[src/inc/nvm_regs_pkg.sv]
package nvm_regs_pkg;

   // Register byte addresses on the bus
   localparam logic [7:0] OFS_DATA_LOW     = 8'h00;
   localparam logic [7:0] OFS_DATA_HIGH    = 8'h04;
   localparam logic [7:0] OFS_ADDRESS_LOW  = 8'h08;
   localparam logic [7:0] OFS_ADDRESS_HIGH = 8'h0C;
   localparam logic [7:0] OFS_CONTROL_ONE  = 8'h10;
   localparam logic [7:0] OFS_UNLOCK_PORT  = 8'h14;

   // Field widths
   localparam int DATA_LOW_W  = 8;
   localparam int DATA_HIGH_W = 6;
   localparam int ADDR_LOW_W  = 8;
   localparam int ADDR_HIGH_W = 7;
   localparam int WORD_W      = DATA_LOW_W + DATA_HIGH_W;
   localparam int ADDR_W      = ADDR_LOW_W + ADDR_HIGH_W;

   // Control register bit positions
   localparam int BIT_PROGRAM_SPACE = 7;
   localparam int BIT_CONFIG_SPACE  = 6;
   localparam int BIT_LATCH_ONLY    = 5;
   localparam int BIT_ERASE_SELECT  = 4;
   localparam int BIT_WRITE_ERROR   = 3;
   localparam int BIT_WRITE_ENABLE  = 2;
   localparam int BIT_WRITE_STROBE  = 1;
   localparam int BIT_READ_STROBE   = 0;

   // Reset values
   localparam logic [7:0] RST_ADDRESS_LOW  = 8'h00;
   localparam logic [6:0] RST_ADDRESS_HIGH = 7'h00;
   localparam logic [7:0] RST_CONTROL_ONE  = 8'h00;
   localparam logic [1:0] DATA_HIGH_PAD    = 2'h0;
   localparam logic       ADDR_HIGH_PAD    = 1'b1;

   // Readable configuration-space word offsets
   localparam logic [ADDR_W-1:0] CFG_USER_ID_LAST = 15'h0003;
   localparam logic [ADDR_W-1:0] CFG_DEVICE_ID    = 15'h0006;
   localparam logic [ADDR_W-1:0] CFG_WORD_FIRST   = 15'h0007;
   localparam logic [ADDR_W-1:0] CFG_WORD_LAST    = 15'h0008;

   // Bus encodings
   localparam logic [1:0] HTRANS_NONSEQ = 2'h2;
   localparam logic [1:0] HTRANS_SEQ    = 2'h3;
   localparam logic [2:0] HSIZE_WORD    = 3'h2;
   localparam logic       HRESP_OKAY    = 1'b0;

endpackage

[src/rtl/nvm_field.sv]
`timescale 1ns/1ps
module nvm_field #(
   parameter int               WIDTH     = 8,
   parameter bit               HAS_RESET = 1'b1,
   parameter logic [WIDTH-1:0] RESET_VAL = '0
) (
   input  wire logic             hclk,
   input  wire logic             hresetn,
   input  wire logic             wr_en,
   input  wire logic [WIDTH-1:0] wr_data,
   input  wire logic             ld_en,
   input  wire logic [WIDTH-1:0] ld_data,
   output logic      [WIDTH-1:0] q
);
   logic [WIDTH-1:0] next_q;

   // Hardware load has priority; the bus cannot write in the same cycle
   always_comb begin
      next_q = q;
      if (ld_en) begin
         next_q = ld_data;
      end else if (wr_en) begin
         next_q = wr_data;
      end
   end

   generate
      if (HAS_RESET) begin : g_rst
         always_ff @(posedge hclk or negedge hresetn) begin
            if (!hresetn) begin
               q <= RESET_VAL;
            end else begin
               q <= next_q;
            end
         end
      end else begin : g_keep
         // Contents survive reset; unknown only at power-up
         always_ff @(posedge hclk) begin
            q <= next_q;
         end
      end
   endgenerate
endmodule

[src/rtl/nvm_data_address_regs.sv]
`timescale 1ns/1ps
// Behaviour
// - Low data byte is read/write storage
// - High data bits 5-0 hold word 13:8
// - High data bits 7-6 read zero
// - Data registers keep contents across resets
// - Low address byte read/write, resets zero
// - High address bits 6-0, reset zero
// - High address bit 7 reads one
// - Bad configuration read clears data registers
module nvm_data_address_regs
   import nvm_regs_pkg::*;
(
   input  wire logic              hclk,
   input  wire logic              hresetn,
   input  wire logic              hsel,
   input  wire logic [31:0]       haddr,
   input  wire logic [1:0]        htrans,
   input  wire logic              hwrite,
   input  wire logic [2:0]        hsize,
   input  wire logic              hready,
   input  wire logic [31:0]       hwdata,
   output logic      [31:0]       hrdata,
   output logic                   hreadyout,
   output logic                   hresp,
   output logic                   mem_read,
   output logic      [ADDR_W-1:0] mem_address,
   output logic                   mem_program_space,
   output logic                   mem_config_space,
   output logic                   mem_latch_only,
   input  wire logic [WORD_W-1:0] mem_read_word
);

   logic                   wr_pend;
   logic [7:0]             wr_addr;
   logic                   next_wr_pend;
   logic [7:0]             next_wr_addr;
   logic [31:0]            next_hrdata;
   logic                   bus_take;

   logic [7:0]             control;
   logic [7:0]             next_control;
   logic                   next_mem_read;
   logic                   read_done;
   logic                   cfg_readable;
   logic [WORD_W-1:0]      load_word;

   logic [DATA_LOW_W-1:0]  data_low;
   logic [DATA_HIGH_W-1:0] data_high;
   logic [ADDR_LOW_W-1:0]  addr_low;
   logic [ADDR_HIGH_W-1:0] addr_high;
   logic [ADDR_LOW_W-1:0]  next_addr_low;
   logic [ADDR_HIGH_W-1:0] next_addr_high;

   logic                   wr_data_low;
   logic                   wr_data_high;
   logic                   wr_addr_low;
   logic                   wr_addr_high;
   logic                   wr_control;

   // Address phase: word transfers only, other sizes are ignored
   assign bus_take = hsel && hready && (htrans == HTRANS_NONSEQ || htrans == HTRANS_SEQ)
                     && (hsize == HSIZE_WORD);

   always_comb begin
      next_wr_pend = bus_take && hwrite;
      next_wr_addr = wr_addr;
      if (bus_take && hwrite) begin
         next_wr_addr = haddr[7:0];
      end
   end

   // Write decode in the data phase
   always_comb begin
      wr_data_low  = 1'b0;
      wr_data_high = 1'b0;
      wr_addr_low  = 1'b0;
      wr_addr_high = 1'b0;
      wr_control   = 1'b0;
      if (!wr_pend) begin
         wr_data_low = 1'b0;
      end else if (wr_addr == OFS_DATA_LOW) begin
         wr_data_low = 1'b1;
      end else if (wr_addr == OFS_DATA_HIGH) begin
         wr_data_high = 1'b1;
      end else if (wr_addr == OFS_ADDRESS_LOW) begin
         wr_addr_low = 1'b1;
      end else if (wr_addr == OFS_ADDRESS_HIGH) begin
         wr_addr_high = 1'b1;
      end else if (wr_addr == OFS_CONTROL_ONE) begin
         wr_control = 1'b1;
      end
   end

   // Read mux, registered so data stands through the data phase
   always_comb begin
      next_hrdata = hrdata;
      if (bus_take && !hwrite) begin
         if (haddr[7:0] == OFS_DATA_LOW) begin
            next_hrdata = {24'h00_0000, data_low};
         end else if (haddr[7:0] == OFS_DATA_HIGH) begin
            next_hrdata = {24'h00_0000, DATA_HIGH_PAD, data_high};
         end else if (haddr[7:0] == OFS_ADDRESS_LOW) begin
            next_hrdata = {24'h00_0000, addr_low};
         end else if (haddr[7:0] == OFS_ADDRESS_HIGH) begin
            next_hrdata = {24'h00_0000, ADDR_HIGH_PAD, addr_high};
         end else if (haddr[7:0] == OFS_CONTROL_ONE) begin
            next_hrdata = {24'h00_0000, control};
         end else begin
            // Unlock port is write-only; unmapped reads give zero
            next_hrdata = 32'h0000_0000;
         end
      end
   end

   always_ff @(posedge hclk or negedge hresetn) begin
      if (!hresetn) begin
         wr_pend   <= 1'b0;
         wr_addr   <= 8'h00;
         hrdata    <= 32'h0000_0000;
         hreadyout <= 1'b0;
         hresp     <= HRESP_OKAY;
      end else begin
         wr_pend   <= next_wr_pend;
         wr_addr   <= next_wr_addr;
         hrdata    <= next_hrdata;
         hreadyout <= 1'b1;
         hresp     <= HRESP_OKAY;
      end
   end

   // Configuration space: only user IDs, device ID and config words read back
   always_comb begin
      cfg_readable = (mem_address <= CFG_USER_ID_LAST) || (mem_address == CFG_DEVICE_ID)
                     || (mem_address >= CFG_WORD_FIRST && mem_address <= CFG_WORD_LAST);
      load_word = mem_read_word;
      if (control[BIT_CONFIG_SPACE] && !cfg_readable) begin
         load_word = {WORD_W{1'b0}};
      end
   end

   // The array answers in the same cycle as the mem_read strobe
   assign read_done = mem_read;

   // Control register; the write strobe is held at zero and the error flag is stored as software writes it
   always_comb begin
      next_control  = control;
      next_mem_read = 1'b0;
      if (wr_control) begin
         next_control[BIT_PROGRAM_SPACE] = hwdata[BIT_PROGRAM_SPACE];
         next_control[BIT_CONFIG_SPACE]  = hwdata[BIT_CONFIG_SPACE];
         next_control[BIT_LATCH_ONLY]    = hwdata[BIT_LATCH_ONLY];
         next_control[BIT_ERASE_SELECT]  = hwdata[BIT_ERASE_SELECT];
         next_control[BIT_WRITE_ERROR]   = hwdata[BIT_WRITE_ERROR];
         next_control[BIT_WRITE_ENABLE]  = hwdata[BIT_WRITE_ENABLE];
         // Strobe can only be set by software
         if (hwdata[BIT_READ_STROBE] && !control[BIT_READ_STROBE]) begin
            next_control[BIT_READ_STROBE] = 1'b1;
            next_mem_read                 = 1'b1;
         end
      end
      if (read_done) begin
         next_control[BIT_READ_STROBE] = 1'b0;
      end
      next_control[BIT_WRITE_STROBE] = 1'b0;
   end

   always_ff @(posedge hclk or negedge hresetn) begin
      if (!hresetn) begin
         control           <= RST_CONTROL_ONE;
         mem_read          <= 1'b0;
         mem_program_space <= 1'b0;
         mem_config_space  <= 1'b0;
         mem_latch_only    <= 1'b0;
         mem_address       <= {ADDR_W{1'b0}};
      end else begin
         control           <= next_control;
         mem_read          <= next_mem_read;
         mem_program_space <= next_control[BIT_PROGRAM_SPACE];
         mem_config_space  <= next_control[BIT_CONFIG_SPACE];
         mem_latch_only    <= next_control[BIT_LATCH_ONLY];
         mem_address       <= {next_addr_high, next_addr_low};
      end
   end

   // Next address copies so the address port is a plain flop
   always_comb begin
      next_addr_low  = wr_addr_low ? hwdata[ADDR_LOW_W-1:0] : addr_low;
      next_addr_high = wr_addr_high ? hwdata[ADDR_HIGH_W-1:0] : addr_high;
   end

   // are software duties; the unlock port accepts and drops writes

   nvm_field #(.WIDTH(DATA_LOW_W), .HAS_RESET(1'b0), .RESET_VAL(8'h00)) u_data_low (
      .hclk    (hclk),
      .hresetn (hresetn),
      .wr_en   (wr_data_low),
      .wr_data (hwdata[DATA_LOW_W-1:0]),
      .ld_en   (read_done),
      .ld_data (load_word[DATA_LOW_W-1:0]),
      .q       (data_low)
   );

   nvm_field #(.WIDTH(DATA_HIGH_W), .HAS_RESET(1'b0), .RESET_VAL(6'h00)) u_data_high (
      .hclk    (hclk),
      .hresetn (hresetn),
      .wr_en   (wr_data_high),
      .wr_data (hwdata[DATA_HIGH_W-1:0]),
      .ld_en   (read_done),
      .ld_data (load_word[WORD_W-1:DATA_LOW_W]),
      .q       (data_high)
   );

   nvm_field #(.WIDTH(ADDR_LOW_W), .HAS_RESET(1'b1), .RESET_VAL(RST_ADDRESS_LOW)) u_addr_low (
      .hclk    (hclk),
      .hresetn (hresetn),
      .wr_en   (wr_addr_low),
      .wr_data (hwdata[ADDR_LOW_W-1:0]),
      .ld_en   (1'b0),
      .ld_data (RST_ADDRESS_LOW),
      .q       (addr_low)
   );

   nvm_field #(.WIDTH(ADDR_HIGH_W), .HAS_RESET(1'b1), .RESET_VAL(RST_ADDRESS_HIGH)) u_addr_high (
      .hclk    (hclk),
      .hresetn (hresetn),
      .wr_en   (wr_addr_high),
      .wr_data (hwdata[ADDR_HIGH_W-1:0]),
      .ld_en   (1'b0),
      .ld_data (RST_ADDRESS_HIGH),
      .q       (addr_high)
   );

endmodule

[config.mk]
export PLATFORM = sky130hd
export DESIGN_NAME = nvm_data_address_regs
export DESIGN_NICKNAME = d
export VERILOG_FILES = /design/src/inc/nvm_regs_pkg.sv /design/src/rtl/nvm_field.sv /design/src/rtl/nvm_data_address_regs.sv
export SDC_FILE = /design/constraint.sdc
export NUM_CORES = 1
export LEC_CHECK = 0
export BUFFER_PORTS_ARGS = -buffer_cell sky130_fd_sc_hd__buf_2
export CAP_MARGIN = 20
export CORE_MARGIN = 1.5
export CORE_UTILIZATION = 41
export DETAILED_ROUTE_END_ITERATION = 10
export MAX_ROUTING_LAYER = met4
export PLACE_DENSITY_LB_ADDON = 0.05
export REMOVE_ABC_BUFFERS = 1
export SYNTH_ARGS = -nofsm -noshare
export SYNTH_HDL_FRONTEND = slang
export SYNTH_SLANG_ARGS = --single-unit
[constraint.sdc]
create_clock -name hclk -period 2 [get_ports hclk]
set_input_delay 0 -clock hclk [delete_from_list [all_inputs] [get_ports hclk]]
set_output_delay 0 -clock hclk [all_outputs]
set_load 0.02 [all_outputs]
==> impl_metrics.env, run 1 <==
export IMPL_clock_tree_buffer_depth=2
export IMPL_reg2reg_slack_ns=0.13
export IMPL_ys_flop_type="dfrtp_1"
export IMPL_timing_rr_end="u_addr_low.q[4]"
export IMPL_hpwl_um=4541
export IMPL_dieWidth_um=84.25
export IMPL_non_filler_cells_final=405
export IMPL_timing_critical_path_to_type="flip-flop"
export IMPL_starting_density_of_the_core_pct=42.62
export IMPL_path_cells="nor4b_2, and3b_1, nor3b_2, buf_4, mux2_2"
export IMPL_die_area_um2=7097
export IMPL_placed_cells=382
export IMPL_timing_max_slew_rel_slack_pct=33.12
export IMPL_sequential_fraction_of_the_synthesis_area_pct=53.44
export IMPL_crit_path_max_incr_delay_ns=0.40
export IMPL_cts_max_level=2
export IMPL_final_hold_viol_count=0
export IMPL_min_path_type="in -> reg"
export IMPL_status="finished clean"
export IMPL_syn_area_um2=2706
export IMPL_cellPowerDensity_nw_per_um2=696.3
export IMPL_asyncSetResetFlopFracSynth_pct=74.55
export IMPL_fin_worst_skew_ns=0.006258
export IMPL_routed_wl_um=6282
export IMPL_clock_sinks=55
export IMPL_placeableCoreArea_um2=6350
export IMPL_synth_warning_count=0
export IMPL_start_kind="flip-flop"
export IMPL_ys_ff_latch=55
export IMPL_critical_path_required_ns=2.20
export IMPL_power_leakage_nw=1.570
export IMPL_fp_dieH_um=84.25
export IMPL_synth_cells=235
export IMPL_number_of_violations_reported_at_the_end_of_detailed_routing_iteration_0=119
export IMPL_globalplace_congestion=0.7542
export IMPL_number_of_buffers_created_by_cts=5
export IMPL_min_from="mem_read_word[7]"
export IMPL_final_report_setup_violation_count=0
export IMPL_worst_path_max_delay_cell="dfrtp_1"
export IMPL_critical_path_class="reg -> reg"
export IMPL_number_of_antenna_violations_at_the_first_check_in_global_routing=0
export IMPL_final_util_pct=53.06
export IMPL_post_cts_setup_repair_bufs=0
export IMPL_cts_clk_slew_worst_paths_ns=0.10
export IMPL_final_nets=415
export IMPL_insertion_delay_ns=0.31
export IMPL_switchingPower_w=0.0006169
export IMPL_setup_tns_final_ns=0
export IMPL_io_pins=141
export IMPL_path_buf_inv=1
export IMPL_grt_max_degree=42
export IMPL_layout_drive_gt1_share_pct=38.41
export IMPL_power_switching_share_pct=26.30
export IMPL_worstPathMaxFanout=8
export IMPL_worstRegToRegCells=5
export IMPL_syn2layout_area_growth_pct=24.50
export IMPL_pwr_share_seq_pct=53.8
export IMPL_max_cap_viol_count=0
export IMPL_detail_route_vias_per_cell=5.069
export IMPL_grt_first_pass_wirelength_um=9949
export IMPL_share_of_the_cycle_needed_by_the_critical_path_after_routing_pct=93.27
export IMPL_cpLargestDelayFamily="simple AND/OR/NAND/NOR gates"
export IMPL_antenna_left=0
export IMPL_cp_depth=5
export IMPL_least_margin_pin_slew_ns=1.001
export IMPL_antenna_cells_inserted=0
export IMPL_vias=2053
export IMPL_arrival_ns=2.07
export IMPL_multi_input_logic_area_um2=1129
export IMPL_timing_rr_start="wr_addr[5]"
export IMPL_worst_hold_path_num_cells=3
export IMPL_count_of_port_buffers_added_during_placement=66
export IMPL_rows=29
export IMPL_firstDrtPassIters=4
export IMPL_grt_setup_unrepaired="false"
export IMPL_cts_tree="built"
export IMPL_grtUsageTotal_pct=18.81
export IMPL_root_cell_of_the_clock_tree="clkbuf_8"
export IMPL_count_of_flip_flops_with_a_built_in_enable_after_synthesis=14
export IMPL_ir_drop_uv=311.3
export IMPL_synth_cell_types=37
export IMPL_fillerInstances=587
export IMPL_internal_power_w=0.001729
export IMPL_finalCriticalPeriod_ns=1.865
export IMPL_globalRoute_totalOverflow=0
export IMPL_maxSlewViolCount=0
export IMPL_post_route_drc_count=0
export IMPL_sequential_cell_area_um2=1446
export IMPL_power_frac_clock_pct=31.4
export IMPL_post_drt_wl_per_cell_um=15.51
export IMPL_max_clock_freq_mhz=536.1
export IMPL_synth_area_per_cell_um2=11.52
export IMPL_comb_power_share_pct=14.8
export IMPL_hold_path_end="u_data_low.q[7]"
export IMPL_vias_in_the_first_global_route=1913
==> what timing repair did <==
action	4_1_cts	5_1_grt
resized for setup	0	1
hold endpoints to repair	69	0
hold buffers	15	0
endpoints found under the setup margin	0	8
==> metrics by stage <==
| step | hold WS [ns] | cell area [um2] | power, W | setup slack [ns] |
|---|---|---|---|---|
| 2_1_floorplan | -0.2956 | 2576 | 0.001459 | 0.1090 |
| 3_3_place_gp | 0.1077 | 3100 | 0.001608 | 0.09125 |
| 3_5_place_dp | 0.1026 | 3100 | 0.001610 | 0.07352 |
| 4_1_cts | 0.008269 | 3363 | 0.002365 | 0.04543 |
| 5_1_grt | 0.009377 | 3369 | 0.002444 | 0.05587 |
| 6_report | 0.007054 | 3369 | 0.002346 | 0.1345 |
==> cell families (layout without fill, tap and decap cells) <==
family	Yosys count	in the layout	synth area share, %
compound gates	37	37	8.691
buf+inv	35	104	8.414
mux	41	41	16.69
simple gates	65	65	12.48
other cells	2	26	0.2775
flops	55	55	53.44
==> worst reg2reg max path, cell delays in order (launching register included) <==
cell and delay, ns:
dfrtp_1 0.40, nor4b_2 0.36, and3b_1 0.27, nor3b_2 0.18
buf_4 0.21, mux2_2 0.34
==> power by group through the flow <==
stage / combinational (W) / clock, W / sequential [W]
floorplan: 0.000151 / 0 / 0.00131
global placement: 0.000324 / 0 / 0.00128
detailed placement: 0.000327 / 0 / 0.00128
CTS: 0.000350 / 0.000755 / 0.00126
global route: 0.000380 / 0.000794 / 0.00127
finish: 0.000347 / 0.000738 / 0.00126
==> state kept, by name, summed over array words and instances, names as in the netlist <==
name and count:
wr_pend 1, mem_read 1, hreadyout 1, wr_addr 8, u_addr_low.q 7, mem_address 2
hrdata 8, u_data_low.q 8, u_addr_high.q 6, control 7, u_data_high.q 6
==> cells in the final DEF, fill, tap and decap left out, drive strengths merged, types with 2 or more instances in the layout <==
| master | instances |
|---|---|
| buf | 79 |
| dfrtp | 41 |
| mux2 | 33 |
| conb | 26 |
| nand2 | 23 |
| a21oi | 15 |
| nor2 | 15 |
| dlygate4sd3 | 15 |
| edfxtp | 14 |
| o21ai | 9 |
| nand2b | 8 |
| mux2i | 8 |
| a221oi | 5 |
| clkbuf | 5 |
| nor4 | 3 |
| or4 | 2 |
| nand3b | 2 |
| inv | 2 |
| a211oi | 2 |
| nor4b | 2 |
| nor3b | 2 |
| clkinv | 2 |
==> routing by layer <==
metal	vias up	GRT usage [%]	routed length, um
met5	-	-	0
met4	0	3.577	48
met3	5	3.638	397
met2	83	29.67	2858
met1	986	25.64	2978
li1	979	-	-
==> worst max-delay path by stage <==
stage,start,endpoint,slack [ns]
after floorplan,u_addr_high.q[2],u_data_high.q[0],0.11
after CTS,wr_addr[5],u_addr_low.q[6],0.05
after global placement,wr_addr[5],mem_address[7],0.09
final,wr_addr[5],u_addr_low.q[4],0.13
after global routing,wr_addr[5],u_addr_low.q[6],0.06
after detailed placement,wr_addr[5],u_addr_low.q[2],0.07
==> synthesized netlist by cell type, drive strengths merged, types with 2 or more instances <==
master / instances / area [um2]
nor4b: 2 / 17.52
mux2i: 8 / 80.08
nand2: 23 / 86.33
conb: 2 / 7.510
edfxtp: 14 / 420.4
a211oi: 2 / 15.01
dfrtp: 41 / 1026
nand2b: 8 / 50.05
nor2: 15 / 56.30
mux2: 33 / 371.6
nor4: 3 / 18.77
buf: 27 / 197.7
clkbuf: 6 / 22.52
inv: 2 / 7.510
nor3b: 2 / 20.02
a21oi: 15 / 75.07
nand3b: 2 / 15.01
o21ai: 9 / 45.04
a221oi: 5 / 43.79
or4: 2 / 15.01
==> final cells by class <==
cell class / count / area share (%)
multi-input cells: 169 / 33.49
repair buffers: 94 / 17.16
well taps: 77 / 2.859
inverters: 2 / 0.2228
flip-flops and latches: 55 / 42.93
clock buffers: 5 / 2.042
clock inverters: 3 / 1.300
(Power assumes the default switching activity.)
==> inputs of run 2 (changes only) <==
Settings changed: PLACE_DENSITY_LB_ADDON 0.05 to 0.12.
==> run 2 against run 1 <==
Against the previous run: die area did not move; setup slack improved by 0.0027 ns; critical path depth did not move; via count fell by 0.34%; power fell by 2.9%; sequential power barely moved; final cell count fell by 0.99%; fmax rose by 0.14%; largest power group unchanged.
==> impl_metrics.env, run 2 (synthesis results as in run 1) <==
export IMPL_most_common_library_cell_in_the_layout_ignoring_fill_and_taps="buf_2"
export IMPL_final_report_setup_violation_count=0
export IMPL_post_drt_wl_per_cell_um=15.72
export IMPL_least_margin_pin_slew_ns=0.5334
export IMPL_clock_sinks=55
export IMPL_number_of_antenna_violations_at_the_first_check_in_global_routing=0
export IMPL_critical_path_required_ns=2.19
export IMPL_cts_clk_slew_worst_paths_ns=0.10
export IMPL_switchingPower_w=0.0006084
export IMPL_grt_max_degree=42
export IMPL_grt_use_met3_pct=4.130
export IMPL_path_cells="nor4b_2, and3b_1, nor3b_2, buf_4, mux2_2"
export IMPL_die_area_um2=7097
export IMPL_layout_drive_gt1_share_pct=37.65
export IMPL_worst_setup_path_startpoint="wr_addr[5]"
export IMPL_timing_rr_start="wr_addr[5]"
export IMPL_placed_cell_area_um2=3078
export IMPL_hold_ws_ns=0.009027
export IMPL_share_of_the_cycle_needed_by_the_critical_path_after_routing_pct=93.14
export IMPL_globalplace_congestion=0.7587
export IMPL_power_leakage_nw=1.542
export IMPL_root_cell_of_the_clock_tree="clkbuf_8"
export IMPL_arrival_ns=2.06
export IMPL_cellPowerDensity_nw_per_um2=685.3
export IMPL_grt_util_met1_pct=24.95
export IMPL_number_of_buffers_created_by_cts=5
export IMPL_status="finished clean"
export IMPL_timing_rr_end="u_addr_low.q[5]"
export IMPL_worst_path_max_delay_cell="dfrtp_1"
export IMPL_count_of_port_buffers_added_during_placement=66
export IMPL_post_cts_setup_repair_bufs=0
export IMPL_crit_path_max_incr_delay_ns=0.40
export IMPL_routed_wl_um=6305
export IMPL_dieWidth_um=84.25
export IMPL_power_switching_share_pct=26.71
export IMPL_rows=29
export IMPL_start_kind="flip-flop"
export IMPL_comb_power_share_pct=15.1
export IMPL_number_of_violations_reported_at_the_end_of_detailed_routing_iteration_0=154
export IMPL_max_clock_freq_mhz=536.8
export IMPL_final_nets=411
export IMPL_crit_path_end="u_addr_low.q[5]"
export IMPL_grtUsageTotal_pct=19.06
export IMPL_mostFrequentLayoutCells="66 x buf_2, 41 x dfrtp_1, 33 x mux2_2, 26 x conb_1, 23 x nand2_1"
export IMPL_fin_worst_skew_ns=0.007501
export IMPL_globalRoute_totalOverflow=0
export IMPL_clock_tree_buffer_depth=2
export IMPL_largest_registers="hrdata x8, u_data_low.q x8, wr_addr x8"
export IMPL_grt_setup_unrepaired="false"
export IMPL_insertion_delay_ns=0.31
export IMPL_min_path_type="in -> reg"
export IMPL_hpwl_um=4488
export IMPL_placeableCoreArea_um2=6350
export IMPL_busiest_layer="met2"
export IMPL_syn2layout_area_growth_pct=22.84
export IMPL_worstPathMaxFanout=8
export IMPL_min_from="mem_read_word[7]"
export IMPL_use_met2_pct=30.18
export IMPL_ir_drop_uv=495.4
export IMPL_antenna_left=0
export IMPL_maxSlewViolCount=0
export IMPL_vias_in_the_first_global_route=1972
export IMPL_final_hold_viol_count=0
export IMPL_power_w=0.002278
export IMPL_cts_max_level=2
export IMPL_max_cap_viol_count=0
export IMPL_setup_tns_final_ns=0
export IMPL_power_frac_clock_pct=29.4
export IMPL_pwr_share_seq_pct=55.5
export IMPL_firstDrtPassIters=4
export IMPL_layout_cell_area_non_filler_um2=3324
export IMPL_post_route_drc_count=0
export IMPL_antenna_cells_inserted=0
export IMPL_finalCriticalPeriod_ns=1.863
export IMPL_grt_first_pass_wirelength_um=10180
export IMPL_worstRegToRegCells=5
export IMPL_timing_max_slew_rel_slack_pct=64.44
export IMPL_fillerInstances=602
export IMPL_reg2reg_slack_ns=0.14
export IMPL_cts_tree="built"
export IMPL_timing_critical_path_to_type="flip-flop"
export IMPL_critical_path_class="reg -> reg"
export IMPL_fp_dieH_um=84.25
export IMPL_detail_route_vias_per_cell=5.102
export IMPL_vias=2046
export IMPL_internal_power_w=0.001670
export IMPL_starting_density_of_the_core_pct=42.62
export IMPL_io_pins=141
export IMPL_final_util_pct=52.35
==> run 2: cell count changes in the layout (fill, tap and decap cells not counted), sizes merged <==
cell,previous run,this run
bufinv,1,0
clkinv,2,0
dlygate4sd3,15,14
clkbuf,5,8
buf,79,76
==> run 2: timing repair <==
action,4_1_cts,5_1_grt
hold endpoints to repair,67,0
setup endpoints to repair,0,8
resized for setup,0,1
hold buffers,14,0
==> run 2: worst min path at each step <==
stage                       to  slack (ns)  cells after the start
2_1_floorplan       control[0]       -0.30                      0
3_3_place_gp        wr_addr[5]        0.10                      2
3_5_place_dp        wr_addr[6]        0.11                      2
4_1_cts        u_data_low.q[7]       0.005                      3
5_1_grt        u_data_low.q[7]       0.004                      3
6_report       u_data_low.q[7]       0.009                      3
==> run 2: power by group through the flow <==
| stage | Clock, W | Sequential, W | Combinational [W] |
|---|---|---|---|
| 2_1_floorplan | 0 | 0.00131 | 0.000151 |
| 3_3_place_gp | 0 | 0.00128 | 0.000320 |
| 3_5_place_dp | 0 | 0.00129 | 0.000324 |
| 4_1_cts | 0.000690 | 0.00126 | 0.000346 |
| 5_1_grt | 0.000734 | 0.00127 | 0.000376 |
| 6_report | 0.000671 | 0.00126 | 0.000343 |
==> run 2: final cells by class <==
| class | count | area [um2] | share of cell area, % |
|---|---|---|---|
| clock buffers | 8 | 100.1 | 3.011 |
| multi-input cells | 169 | 1129 | 33.95 |
| flip-flops and latches | 55 | 1446 | 43.51 |
| well taps | 77 | 96.34 | 2.898 |
| repair buffers | 90 | 545.5 | 16.41 |
| inverters | 2 | 7.507 | 0.2258 |
==> run 2: routing by layer <==
layer,wire (um),part of all wire (%),vias up
met5,0,0,-
met4,70,1.1,0
met3,362,5.7,11
met2,2932,47,75
met1,2940,47,993
li1,-,-,967
==> run 2: stage by stage <==
step,setup WS [ns],cells
after floorplan,0.1090,226
after global placement,0.08955,379
after detailed placement,0.03604,379
after CTS,0.04113,401
after global routing,0.06015,401
final,0.1372,401
==> run 2: critical path: cells and delay by family, from the launching register on <==
family	cells	cell delay, ns
flops	1	0.40
simple gates	3	0.81
buf+inv	1	0.20
mux	1	0.34
==> inputs of run 3 (changes only) <==
Settings changed: CORE_UTILIZATION 41 to 45.
Clock period 2 ns to 1.9 ns, I/O delays scaled along.
==> run 3 against run 2 <==
Against the previous run: combinational power increased by 10%; core utilization grew 6.8 points; register-to-register slack got worse by 0.14 ns; via count is 1.1% higher; final cell count up 1.7%; routed wire length grew 2.0%; setup slack worse by 0.14 ns; fmax down 1.9%; sequential power rose by 6%.
==> impl_metrics.env, run 3 (synthesis results as in run 1) <==
export IMPL_status="finished clean"
export IMPL_most_common_library_cell_in_the_layout_ignoring_fill_and_taps="buf_2"
export IMPL_critical_path_class="reg -> reg"
export IMPL_arrival_ns=2.11
export IMPL_placeableCoreArea_um2=5851
export IMPL_root_cell_of_the_clock_tree="clkbuf_8"
export IMPL_path_buf_inv=2
export IMPL_comb_power_share_pct=15.9
export IMPL_ir_drop_uv=518.4
export IMPL_power_leakage_nw=1.601
export IMPL_io_pins=141
export IMPL_fin_worst_skew_ns=0.01079
export IMPL_max_clock_freq_mhz=526.5
export IMPL_final_hold_viol_count=0
export IMPL_number_of_buffers_created_by_cts=5
export IMPL_pwr_share_seq_pct=56.0
export IMPL_dieWidth_um=80.55
export IMPL_share_of_the_cycle_needed_by_the_critical_path_after_routing_pct=99.96
export IMPL_clock_tree_buffer_depth=2
export IMPL_post_route_drc_count=0
export IMPL_timing_critical_path_mode_cell="buf_4"
export IMPL_number_of_violations_reported_at_the_end_of_detailed_routing_iteration_0=89
export IMPL_finalCriticalPeriod_ns=1.899
export IMPL_post_drt_wl_per_cell_um=15.77
export IMPL_grt_setup_unrepaired="true"
export IMPL_firstDrtPassIters=4
export IMPL_final_report_setup_violation_count=0
export IMPL_vias=2068
export IMPL_timing_max_slew_rel_slack_pct=66.46
export IMPL_crit_path_max_incr_delay_ns=0.40
export IMPL_routed_wl_um=6433
export IMPL_vias_in_the_first_global_route=1934
export IMPL_clock_sinks=55
export IMPL_mostFrequentLayoutCells="66 x buf_2, 41 x dfrtp_1, 26 x mux2_2, 26 x conb_1, 23 x nand2_1"
export IMPL_hold_ws_ns=0.006180
export IMPL_timing_critical_path_to_type="flip-flop"
export IMPL_switchingPower_w=0.0006542
export IMPL_grt_max_degree=22
export IMPL_cts_clk_slew_worst_paths_ns=0.10
export IMPL_worst_path_max_delay_cell="dfrtp_1"
export IMPL_die_area_um2=6488
export IMPL_fp_dieH_um=80.55
export IMPL_max_cap_viol_count=0
export IMPL_number_of_antenna_violations_at_the_first_check_in_global_routing=0
export IMPL_count_of_port_buffers_added_during_placement=66
export IMPL_layout_drive_gt1_share_pct=39.64
export IMPL_final_nets=420
export IMPL_power_switching_share_pct=27.42
export IMPL_min_path_type="in -> reg"
export IMPL_cts_tree="built"
export IMPL_cpLargestDelayFamily="simple AND/OR/NAND/NOR gates"
export IMPL_grtUsageTotal_pct=21.60
export IMPL_place_ws_ns=-0.1635
export IMPL_worstPathMaxFanout=2
export IMPL_internal_power_w=0.001731
export IMPL_detail_route_vias_per_cell=5.069
export IMPL_timing_final_ws_setup_ns=0.0008018
export IMPL_path_cells="nor4b_2, buf_4, and3b_2, nor3b_4, buf_4, mux2_2"
export IMPL_cellPowerDensity_nw_per_um2=689.3
export IMPL_least_margin_pin_slew_ns=0.5031
export IMPL_insertion_delay_ns=0.31
export IMPL_min_from="mem_read_word[7]"
export IMPL_start_kind="flip-flop"
export IMPL_globalplace_congestion=0.8170
export IMPL_globalRoute_totalOverflow=0
export IMPL_cts_max_level=2
export IMPL_antenna_cells_inserted=0
export IMPL_maxSlewViolCount=0
export IMPL_antenna_left=0
export IMPL_syn2layout_area_growth_pct=27.88
export IMPL_timing_rr_start="wr_addr[7]"
export IMPL_starting_density_of_the_core_pct=46.26
export IMPL_rows=28
export IMPL_critical_path_required_ns=2.11
export IMPL_hpwl_um=4660
export IMPL_largest_registers="hrdata x8, u_data_low.q x8, wr_addr x8"
export IMPL_power_frac_clock_pct=28.1
export IMPL_grt_first_pass_wirelength_um=9908
export IMPL_worst_setup_path_startpoint="wr_addr[7]"
run 3: changes by cell type in the layout (fill, tap and decap cells not counted), moves of 2 or more:
cell / delta
buf_12: +2
buf_4: +3
buf_6: +3
mux2_2: -7
mux2_4: +7
run 3: metal layers:
layer  track usage [%]  vias to the layer above  share of wire [%]
met5                 -                        -                  0
met4             6.724                        0                1.2
met3             2.841                        7                4.8
met2             33.28                       74                 44
met1             29.77                     1002                 50
li1                  -                      985                  -
run 3: repair_timing:
action                     4_1_cts  5_1_grt
setup endpoints to repair        8       22
resized for setup               11        3
pin swaps                        2        1
hold endpoints to repair        47        0
hold buffers                    15        0
setup buffers                    2        0
run 3: metrics by stage:
| step | TNS [ns] | cells | util (%) | area [um2] | power, W |
|---|---|---|---|---|---|
| 2_1_floorplan | 0 | 226 | - | 2576 | 0.001536 |
| 3_3_place_gp | -1.230 | 383 | 53.76 | 3146 | 0.001689 |
| 3_5_place_dp | -1.195 | 383 | 53.76 | 3146 | 0.001696 |
| 4_1_cts | -0.1387 | 408 | 58.90 | 3446 | 0.002392 |
| 5_1_grt | -0.6327 | 408 | 59.15 | 3461 | 0.002486 |
| 6_report | 0 | 408 | 59.15 | 3461 | 0.002385 |
run 3: path summary, 6_finish.rpt:
| kind | slack [ns] | endpoint | cells past startpoint |
|---|---|---|---|
| max in group asynchronous | 1.14 | mem_read | 3 |
| worst min register to register | 0.48 | hrdata[2] | 2 |
| worst max register to register | 0.0008 | mem_address[7] | 6 |
| worst max-delay path | 0.0008 | mem_address[7] | 6 |
| worst min-delay path | 0.006 | u_data_low.q[7] | 3 |
| min in group asynchronous | 0.17 | control[7] | 2 |
run 3: cell type report:
| type | count | area, um2 |
|---|---|---|
| fill | 495 | 2390 |
| tap | 75 | 93.84 |
| timing repair buffer | 99 | 651.9 |
| clock buffer | 7 | 86.33 |
| inverter | 2 | 7.507 |
| sequential | 55 | 1446 |
| clock inverter | 1 | 5.005 |
| multi-input combinational | 169 | 1170 |
run 3: worst register-to-register path, cell delays in order (launching register included):
cell	delay (ns)
dfrtp_1	0.40
nor4b_2	0.31
buf_4	0.16
and3b_2	0.18
nor3b_4	0.24
buf_4	0.17
mux2_2	0.33
run 3: power by group through the flow:
| stage | Clock (W) | Combinational, W | Sequential, W |
|---|---|---|---|
| floorplan | 0 | 0.000159 | 0.00138 |
| global placement | 0 | 0.000334 | 0.00135 |
| finish | 0.000671 | 0.000379 | 0.00134 |
| global route | 0.000727 | 0.000414 | 0.00135 |
| CTS | 0.000679 | 0.000379 | 0.00133 |
| detailed placement | 0 | 0.000341 | 0.00136 |
